<file path="config.mk">
export PLATFORM = sky130hd
export DESIGN_NAME = sync_comm_init
export DESIGN_NICKNAME = d
export VERILOG_FILES = /design/src/rtl/sync_comm_pkg.sv /design/src/rtl/self_test_seq.sv /design/src/rtl/sync_comm_init.sv
export SDC_FILE = /design/constraint.sdc
export NUM_CORES = 1
export LEC_CHECK = 0
export BUFFER_PORTS_ARGS = -buffer_cell sky130_fd_sc_hd__buf_2
export CAP_MARGIN = 10
export CELL_PAD_IN_SITES_DETAIL_PLACEMENT = 0
export CELL_PAD_IN_SITES_GLOBAL_PLACEMENT = 2
export CORE_MARGIN = 2
export CORE_UTILIZATION = 29
export DETAILED_ROUTE_END_ITERATION = 16
export GPL_ROUTABILITY_DRIVEN = 1
export GPL_TIMING_DRIVEN = 0
export PLACE_DENSITY = 0.74
export RECOVER_POWER = 25
export SETUP_SLACK_MARGIN = 0.5
export SLEW_MARGIN = 15
export SYNTH_ARGS = -nofsm -noshare
export SYNTH_HDL_FRONTEND = slang
export SYNTH_SLANG_ARGS = --single-unit
</file>
<file path="constraint.sdc">
create_clock -name mclk -period 2.1 [get_ports mclk]
set_input_delay 0.42 -clock mclk [delete_from_list [all_inputs] [get_ports mclk]]
set_output_delay 0.42 -clock mclk [all_outputs]
set_load 0.03 [all_outputs]
</file>
<file path="src/rtl/sync_comm_pkg.sv">
// Shared constants, field layouts, states and carrier structs of the init and status block.
// Assumes a single 40 MHz clock domain and a host that sees 16-bit device registers.
package sync_comm_pkg;

  localparam int DATA_W      = 16;
  localparam int HIGH_ADDR_W = 6;
  localparam int BUS_ADDR_W  = DATA_W + HIGH_ADDR_W;
  localparam int CHAN_W      = 2;
  localparam int NUM_CHAN    = 4;
  localparam int SYNC_W      = 3;
  localparam int CNT_W       = 16;

  // Register indices on the host register port.
  localparam logic [1:0] REG_LOW  = 2'h0;
  localparam logic [1:0] REG_HIGH = 2'h1;
  localparam logic [1:0] REG_FLAG = 2'h2;

  // Flag register bit positions.
  localparam int FLAG_RESET_BIT = 9;
  localparam int FLAG_RUN_BIT   = 10;
  localparam int FLAG_ABORT_BIT = 15;

  // Self-test result codes in the low register.
  localparam logic [15:0] CODE_PASS = 16'hAAAA;
  localparam logic [15:0] CODE_FAIL = 16'h5555;
  localparam logic [15:0] CODE_SKIP = 16'h55AA;

  // Command codes and the only legal diagnostic parameter.
  localparam logic [7:0]  CMD_STATUS_CHANGE = 8'h50;
  localparam logic [7:0]  CMD_DIAG          = 8'h7F;
  localparam logic [31:0] DIAG_P1           = 32'h0000_0001;

  // Reason codes of an unsolicited status block.
  localparam logic [7:0] REASON_MODEM = 8'h01;
  localparam logic [7:0] REASON_CABLE = 8'h02;

  // Self-test numbering.
  localparam logic [7:0] FIRST_TEST          = 8'h01;
  localparam logic [7:0] NUM_TESTS           = 8'h0D;
  localparam logic [7:0] FIRST_REPORTED_TEST = 8'h06;

  localparam logic [15:0] ZERO_WORD = 16'h0000;
  localparam logic [7:0]  ZERO_BYTE = 8'h00;

  typedef struct packed {
    logic [15:0] unused;
    logic [7:0]  info;
    logic [7:0]  reason;
  } status_p1_s;

  typedef struct packed {
    logic [7:0] test_num;
    logic [7:0] err_num;
  } result_high_s;

  typedef struct packed {
    logic              wr;
    logic              rd;
    logic [1:0]        sel;
    logic [DATA_W-1:0] wdata;
  } reg_req_s;

  typedef struct packed {
    logic              valid;
    logic [7:0]        code;
    logic [CHAN_W-1:0] chan;
    logic [31:0]       first_param_longword;
  } cmd_s;

  typedef struct packed {
    logic              modem_valid;
    logic              cable_valid;
    logic [CHAN_W-1:0] chan;
    logic [7:0]        modem_status;
    logic [7:0]        cable_code;
  } evt_s;

  typedef struct packed {
    logic              valid;
    logic [CHAN_W-1:0] chan;
    status_p1_s        first_param_longword;
    logic [31:0]       second_param_longword;
  } resp_s;

  typedef enum logic [2:0] {
    S_TEST  = 3'h0,
    S_IDLE  = 3'h1,
    S_FETCH = 3'h3,
    S_RUN   = 3'h2
  } init_state_e;

  typedef enum logic {
    T_IDLE = 1'h0,
    T_RUN  = 1'h1
  } test_state_e;

endpackage

</file>
<file path="src/rtl/self_test_seq.sv">
// Self-test sequencer: steps through the numbered tests and reports pass or the first failure.
// Assumes the datapath raises test_fail with fail_code while a failing test is running.
`timescale 1ns/1ps
module self_test_seq
  import sync_comm_pkg::*;
#(
  parameter int TEST_CYCLES = 16
) (
  input  wire logic       mclk,
  input  wire logic       rst_n,
  input  wire logic       start,
  input  wire logic       test_fail,
  input  wire logic [7:0] fail_code,
  output logic            done,
  output logic            passed,
  output logic [7:0]      test_num,
  output logic [7:0]      err_num
);
  import sync_comm_pkg::*;

  localparam logic [CNT_W-1:0] LAST_CNT = CNT_W'(TEST_CYCLES - 1);

  typedef struct packed {
    test_state_e      st;
    logic [7:0]       test;
    logic [CNT_W-1:0] cnt;
    logic             done;
    logic             passed;
    logic [7:0]       test_num;
    logic [7:0]       err_num;
  } seq_s;

  seq_s q_reg;
  seq_s q_next;

  always_comb begin
    q_next      = q_reg;
    q_next.done = 1'b0;
    if (start) begin
      q_next.st       = T_RUN;
      q_next.test     = FIRST_TEST;
      q_next.cnt      = '0;
      q_next.passed   = 1'b0;
      q_next.test_num = ZERO_BYTE;
      q_next.err_num  = ZERO_BYTE;
    end else if (q_reg.st == T_RUN) begin
      if (test_fail) begin
        q_next.err_num = fail_code;
        q_next.done    = 1'b1;
        q_next.st      = T_IDLE;
      end else if (q_reg.cnt == LAST_CNT) begin
        if (q_reg.test == NUM_TESTS) begin
          q_next.passed = 1'b1;
          q_next.done   = 1'b1;
          q_next.st     = T_IDLE;
        end else begin
          q_next.test = q_reg.test + 8'h01;
          q_next.cnt  = '0;
          if (q_next.test >= FIRST_REPORTED_TEST) begin
            q_next.test_num = q_next.test;
          end
        end
      end else begin
        q_next.cnt = q_reg.cnt + CNT_W'(1);
      end
    end
  end

  always_ff @(posedge mclk or negedge rst_n) begin
    if (!rst_n) begin
      q_reg <= '0;
    end else begin
      q_reg <= q_next;
    end
  end

  assign done     = q_reg.done;
  assign passed   = q_reg.passed;
  assign test_num = q_reg.test_num;
  assign err_num  = q_reg.err_num;

endmodule // self_test_seq

</file>
<file path="src/rtl/sync_comm_init.sv">
// Initialization handshake, self-test reporting, status-change and diagnostic commands.
// Assumes a host on the register port, a memory port that acknowledges reads, and
// command and event strobes produced by logic on the same clock.
`timescale 1ns/1ps
module sync_comm_init
  import sync_comm_pkg::*;
#(
  parameter int TEST_CYCLES = 16
) (
  input  wire logic                  mclk,
  input  wire logic                  rst_n,
  input  wire logic                  bus_init,
  input  wire sync_comm_pkg::reg_req_s reg_req,
  output logic [DATA_W-1:0]          reg_rdata,
  input  wire sync_comm_pkg::cmd_s   cmd,
  input  wire sync_comm_pkg::evt_s   evt,
  output sync_comm_pkg::resp_s       resp,
  output logic                       mem_req,
  output logic [BUS_ADDR_W-1:0]      mem_addr,
  input  wire logic                  mem_ack,
  input  wire logic                  test_fail,
  input  wire logic [7:0]            fail_code,
  output logic                       lists_running,
  output logic                       diag_mode
);
  import sync_comm_pkg::*;

  typedef struct packed {
    init_state_e             st;
    logic [SYNC_W-1:0]       sync;
    logic                    bus_init_lvl;
    logic [DATA_W-1:0]       addr_low;
    result_high_s            addr_high;
    logic                    reset_busy;
    logic                    run;
    logic                    running;
    logic                    diag;
    logic                    start;
    logic [NUM_CHAN-1:0]     pend;
    logic [DATA_W-1:0]       rdata;
    logic                    mem_req;
    logic [BUS_ADDR_W-1:0]   mem_addr;
    resp_s                   resp;
  } state_s;

  // One register holds the whole state; q_next is its value for the next edge.
  state_s q_reg;
  state_s q_next;

  // Self-test progress, registered inside the sequencer.
  logic       st_done;
  logic       st_passed;
  logic [7:0] st_test_num;
  logic [7:0] st_err_num;

  self_test_seq #(
    .TEST_CYCLES (TEST_CYCLES)
  ) u_self_test (
    .mclk      (mclk),
    .rst_n     (rst_n),
    .start     (q_reg.start),
    .test_fail (test_fail),
    .fail_code (fail_code),
    .done      (st_done),
    .passed    (st_passed),
    .test_num  (st_test_num),
    .err_num   (st_err_num)
  );

  // Decoded requests of this cycle, shared by the state machine below.
  logic              bus_init_rise;
  logic              flag_wr;
  logic              soft_reset;
  logic              abort_req;
  logic              addr_wr_ok;
  logic              low_wr;
  logic              high_wr;
  logic              run_req;
  logic              modem_hit;
  logic              cable_hit;
  logic              status_cmd;
  logic              diag_cmd;
  logic [DATA_W-1:0] flag_word;

  always_comb begin
    q_next       = q_reg;
    q_next.start = 1'b0;
    // Answers are one-cycle pulses, so every cycle starts from an empty block.
    q_next.resp  = '0;

    // The pin is only trusted once the second and third stages agree.
    q_next.sync = {q_reg.sync[1], q_reg.sync[0], bus_init};
    if (q_reg.sync[1] == q_reg.sync[2]) begin
      q_next.bus_init_lvl = q_reg.sync[2];
    end
    // Only the rising level counts, so a bus reset held for long restarts init once.
    bus_init_rise = q_next.bus_init_lvl & ~q_reg.bus_init_lvl;

    flag_wr = reg_req.wr && (reg_req.sel == REG_FLAG);
    // Software reset ignored in diagnostic mode.
    soft_reset = flag_wr && reg_req.wdata[FLAG_RESET_BIT] &&
                 !q_reg.diag && !q_reg.reset_busy;
    // Abort only counts in the reset write.
    abort_req = soft_reset && reg_req.wdata[FLAG_ABORT_BIT];
    addr_wr_ok = reg_req.wr && (q_reg.st == S_IDLE) && !q_reg.reset_busy && !q_reg.run;
    low_wr  = addr_wr_ok && (reg_req.sel == REG_LOW);
    high_wr = addr_wr_ok && (reg_req.sel == REG_HIGH);
    // Run request decoded.
    // A write that sets both reset and run is taken as a reset; the run bit is dropped.
    run_req = flag_wr && reg_req.wdata[FLAG_RUN_BIT] &&
              !q_reg.reset_busy && !soft_reset;

    // Answer only from held block.
    // Events on a channel with no held block are dropped, not queued.
    modem_hit  = evt.modem_valid && q_reg.pend[evt.chan];
    cable_hit  = evt.cable_valid && q_reg.pend[evt.chan];
    status_cmd = cmd.valid && (cmd.code == CMD_STATUS_CHANGE);
    diag_cmd   = cmd.valid && (cmd.code == CMD_DIAG) &&
                 (cmd.first_param_longword == DIAG_P1);

    flag_word                 = ZERO_WORD;
    flag_word[FLAG_RESET_BIT] = q_reg.reset_busy;
    flag_word[FLAG_RUN_BIT]   = q_reg.run;

    if (reg_req.rd) begin
      case (reg_req.sel)
        REG_LOW: begin
          q_next.rdata = q_reg.addr_low;
        end
        REG_HIGH: begin
          q_next.rdata = q_reg.addr_high;
        end
        REG_FLAG: begin
          q_next.rdata = flag_word;
        end
        default: begin
          q_next.rdata = ZERO_WORD;
        end
      endcase
    end

    case (q_reg.st)
      S_TEST: begin
        q_next.addr_high.test_num = st_test_num;
        q_next.addr_high.err_num  = st_err_num;
        if (st_done) begin
          q_next.addr_low = st_passed ? CODE_PASS : CODE_FAIL;
          if (q_reg.diag) begin
            // Continuous self-test loop.
            // The loop never ends by itself; each pass refreshes the low register.
            q_next.start = 1'b1;
          end else begin
            q_next.reset_busy = 1'b0;
            q_next.st         = S_IDLE;
          end
        end
      end
      S_IDLE: begin
        if (low_wr) begin
          q_next.addr_low = reg_req.wdata;
        end
        if (high_wr) begin
          q_next.addr_high = reg_req.wdata;
        end
        // Both halves are taken as they stand now, so the run write may follow at once.
        if (run_req) begin
          q_next.mem_addr = {q_next.addr_high[HIGH_ADDR_W-1:0], q_next.addr_low};
          q_next.mem_req  = 1'b1;
          q_next.run      = 1'b1;
          q_next.st       = S_FETCH;
        end
      end
      S_FETCH: begin
        // No timeout: a memory that never answers holds the fetch until a reset.
        if (mem_ack) begin
          q_next.mem_req = 1'b0;
          q_next.running = 1'b1;
          q_next.st      = S_RUN;
        end
      end
      S_RUN: begin
        if (modem_hit) begin
          q_next.pend[evt.chan] = 1'b0;
          q_next.resp.valid     = 1'b1;
          q_next.resp.chan      = evt.chan;
          q_next.resp.first_param_longword.reason = REASON_MODEM;
          q_next.resp.first_param_longword.info   = evt.modem_status;
        end else if (cable_hit) begin
          q_next.pend[evt.chan] = 1'b0;
          q_next.resp.valid     = 1'b1;
          q_next.resp.chan      = evt.chan;
          q_next.resp.first_param_longword.reason = REASON_CABLE;
          q_next.resp.first_param_longword.info   = evt.cable_code;
        end
        q_next.resp.first_param_longword.unused = ZERO_WORD;
        q_next.resp.second_param_longword       = '0;
        // A new block in the same cycle as an answer wins, so it is never lost.
        if (status_cmd) begin
          q_next.pend[cmd.chan] = 1'b1;
        end
        if (diag_cmd) begin
          q_next.diag       = 1'b1;
          q_next.run        = 1'b0;
          q_next.running    = 1'b0;
          q_next.reset_busy = 1'b1;
          q_next.pend       = '0;
          q_next.start      = 1'b1;
          q_next.st         = S_TEST;
        end
      end
      default: begin
        q_next.st = S_TEST;
      end
    endcase

    // Bus reset or reset bit starts init.
    if (bus_init_rise || soft_reset) begin
      q_next.diag       = 1'b0;
      q_next.run        = 1'b0;
      q_next.running    = 1'b0;
      q_next.mem_req    = 1'b0;
      q_next.pend       = '0;
      q_next.resp       = '0;
      q_next.reset_busy = 1'b1;
      q_next.start      = 1'b1;
      q_next.st         = S_TEST;
      if (abort_req && !bus_init_rise) begin
        q_next.start      = 1'b0;
        q_next.reset_busy = 1'b0;
        q_next.addr_low   = CODE_SKIP;
        q_next.addr_high  = ZERO_WORD;
        q_next.st         = S_IDLE;
      end
    end
  end

  // Power-on behaves like a bus reset: the self-test starts right after release.
  always_ff @(posedge mclk or negedge rst_n) begin
    if (!rst_n) begin
      q_reg            <= '0;
      q_reg.st         <= S_TEST;
      q_reg.reset_busy <= 1'b1;
      q_reg.start      <= 1'b1;
    end else begin
      q_reg <= q_next;
    end
  end

  // Every output is a register field, so nothing combinational reaches the pins.
  assign reg_rdata     = q_reg.rdata;
  assign resp          = q_reg.resp;
  assign mem_req       = q_reg.mem_req;
  assign mem_addr      = q_reg.mem_addr;
  assign lists_running = q_reg.running;
  assign diag_mode     = q_reg.diag;

endmodule // sync_comm_init

</file>
==> impl_metrics.env <==
export IMPL_status="complete, no violations"
export IMPL_crit_slowest_cell="or4_1"
export IMPL_io_pins=204
export IMPL_path_class="flop to flop"
export IMPL_post_route_drc_count=0
export IMPL_via_count=6558
export IMPL_clk_latency_ns=0.42
export IMPL_wl_per_cell_um=16.27
export IMPL_yosys_area_top_type="dfrtp_1"
export IMPL_power_internal_w=0.006477
export IMPL_largest_reg_flops=41
export IMPL_irDropWorstVdd_v=0.0005308
export IMPL_maxSlewViolCount=0
export IMPL_worstSetupStartpointType="flop"
export IMPL_crit_family="simple AND/OR/NAND/NOR gates"
export IMPL_yosys_top_cells_area="dfrtp_1 46%, buf_4 10%, mux2i_1 3.9%"
export IMPL_p_sw_w=0.003382
export IMPL_grt_max_degree=82
export IMPL_place_congestion=0.7505
export IMPL_yosysMostFrequentCell="dfrtp_1"
export IMPL_crit_fanout=6
export IMPL_rows=59
export IMPL_synthCells=791
export IMPL_finalClockSkew_ns=0.009292
export IMPL_nets=1181
export IMPL_dpl_hpwl_mm=15.95
export IMPL_min_period_over_period_pct=94.51
export IMPL_synth_flop_cell="dfrtp_1"
export IMPL_synth_seq_cells=142
export IMPL_setup_viol=0
export IMPL_worst_slew_pin_slew_ns=0.9178
export IMPL_avgSynthCellArea_um2=9.660
export IMPL_h_tree_depth=4
export IMPL_hold_viol=0
export IMPL_synth_top_area_share_pct=45.85
export IMPL_yosysWarningCount=0
export IMPL_yosysUniqueCellTypes=66
export IMPL_clockBufferDepth=2
export IMPL_fin_util_pct=43.62
export IMPL_cp_buffers_inverters=2
export IMPL_worstPathCellList="buf_6 -> or3_4 -> or2_1 -> buf_6 -> a31o_4 -> or4_1 -> o21ai_1"
export IMPL_place_area_um2=9249
export IMPL_drive_gt1_share_pct=48.95
export IMPL_syn_area_um2=7641
export IMPL_path_common_cell="buf_6"
export IMPL_die_width_um=166.3
export IMPL_p_per_area_nw_per_um2=869.9
export IMPL_synth_edff_count=0
export IMPL_seqPwrFrac_pct=37.8
export IMPL_critPathArrivalTime_ns=2.33
export IMPL_areaGrowthSynthToFinish_pct=48.32
export IMPL_chipHeight_um=166.3
export IMPL_swShare_pct=34.30
export IMPL_ant_nets=0
export IMPL_routed_via_density=4.586
export IMPL_hold_class="input pin to flop"
export IMPL_cts_sinks=142
export IMPL_tritoncts="built"
export IMPL_drt_total_wl_mm=23.27
export IMPL_clk_pin_slew_ns=0.07
export IMPL_start_util_pct=29.41
export IMPL_antenna_found_initial=0
export IMPL_max_cap_violations=0
export IMPL_numPortBuffers=148
export IMPL_worstSetupEndpointType="flop"
export IMPL_synth_async_reset_ratio_pct=100.0
export IMPL_fmax_ghz=0.5038
export IMPL_dieArea_um2=27660
export IMPL_n_antenna_cell=0
export IMPL_numCtsBuffers=17
export IMPL_power_w=0.009859
export IMPL_slew_headroom_pct=38.81
export IMPL_ys_top_cells_by_count="140 x dfrtp_1, 105 x buf_4, 60 x nand2_1"
export IMPL_grt_pass1_vias=6423
export IMPL_p_leak_nw=5.472
export IMPL_drt_initial_drc_count=411
export IMPL_combPwrFrac_pct=31.0
export IMPL_fp_coreArea_um2=25980
export IMPL_drtPass1Iterations=4
export IMPL_synth_seq_area_share_pct=46.54
export IMPL_period_minus_slack_ns=1.985
export IMPL_finalInstanceArea_um2=11330
export IMPL_cpPeakStageDelay_ns=0.39
export IMPL_root_buffer="clkbuf_16"
export IMPL_cp_required_ns=2.44
export IMPL_gr_usage_all_layers_pct=16.31
export IMPL_grt_pass1_wl_mm=35.73
export IMPL_rsz0062_at_grt="true"
export IMPL_grt_ovfl_total=0
export IMPL_pwr_share_clk_pct=31.2
-- cells in the final DEF, fill, tap and decap left out, drive strengths merged, types with 7 or more instances in the layout --
cell type,instances
a21o,8
o21ai,40
a22o,9
and3,10
mux2i,30
nand2,60
nand4,7
nor4,9
mux2,8
xnor2,9
a22oi,8
nand2b,12
nor2b,8
nor3,9
a31oi,9
nor2,50
conb,54
clkbuf,49
or3,11
nand3,16
a21oi,41
buf,332
inv,33
o22ai,32
dfrtp,140
a211oi,17
-- final cells by class --
cell class	instances	area, um2
timing repair buffer	219	1433
tap	335	419.2
clock buffer	18	439.2
sequential	142	3563
inverter	28	105.1
clock inverter	14	156.4
multi-input combinational	529	4015
buffer	145	1202
fill	2618	14650
-- worst register-to-register path, delay by kind of cell, from the launching register on --
kind            cells  cell delay (ns)
compound gates      2             0.34
buf+inv             2             0.25
simple gates        3             0.95
flops               1             0.37
-- repair_timing --
action / in CTS / in global routing
hold buffers: 1 / 0
resized for setup: 116 / 134
setup endpoints to repair: 115 / 112
endpoints found under the hold margin: 61 / 0
pin swaps: 30 / 61
buffers inserted: 47 / 16
cloned: 4 / 2
-- power groups by stage --
stage / clock (W) / combinational [W] / sequential, W
after detailed placement: 0 / 0.00261 / 0.00375
after global placement: 0 / 0.00258 / 0.00374
after global routing: 0.00326 / 0.00331 / 0.00381
after CTS: 0.00314 / 0.00281 / 0.00370
final: 0.00307 / 0.00305 / 0.00373
after floorplan: 0 / 0.00196 / 0.00362
-- final timing paths --
| path | start | endpoint | slack (ns) | cells after the start |
|---|---|---|---|---|
| max in group asynchronous | rst_n | flag_word[9] | 0.44 | 3 |
| min reg2reg | q_next[149] | q_next[150] | 0.37 | 0 |
| min in group asynchronous | rst_n | mem_addr[21] | 0.70 | 2 |
| min | bus_init | q_next[149] | 0.10 | 1 |
| max | u_self_test.q_reg[39] | u_self_test.q_reg[26] | 0.12 | 7 |
| max reg2reg | u_self_test.q_reg[39] | u_self_test.q_reg[26] | 0.12 | 7 |
-- routing by layer --
layer  global-route usage, %  vias up  part of all wire [%]
met1                   21.89     3136                    45
met5                       0        -                     0
met3                   2.574       21                   3.5
met2                   27.39      140                    50
li1                        -     3261                     -
met4                   4.535        0                   1.2
-- kinds of logic (layout without fill, tap and decap cells) --
group / Yosys count / after routing / synth area share, %
simple gates: 225 / 225 / 15.21
compound gates: 195 / 195 / 16.83
buf+inv: 173 / 424 / 13.97
flops: 142 / 142 / 46.54
mux: 39 / 39 / 5.404
xor+xnor: 12 / 12 / 1.376
fa+ha+maj: 4 / 4 / 0.6223
other cells: 1 / 54 / 0.04908
-- through the flow --
stage	setup WS, ns	hold slack, ns	std cells	setup TNS, ns
after floorplan	0.1834	0.1244	844	0
after global placement	-1.953	0.3703	1327	-237.68
after detailed placement	-0.2947	0.3622	1328	-4.963
after CTS	0.09608	0.08634	1412	0
after global routing	0.05816	0.08224	1430	0
final	0.1153	0.1014	1430	0
(Power assumes the default switching activity.)
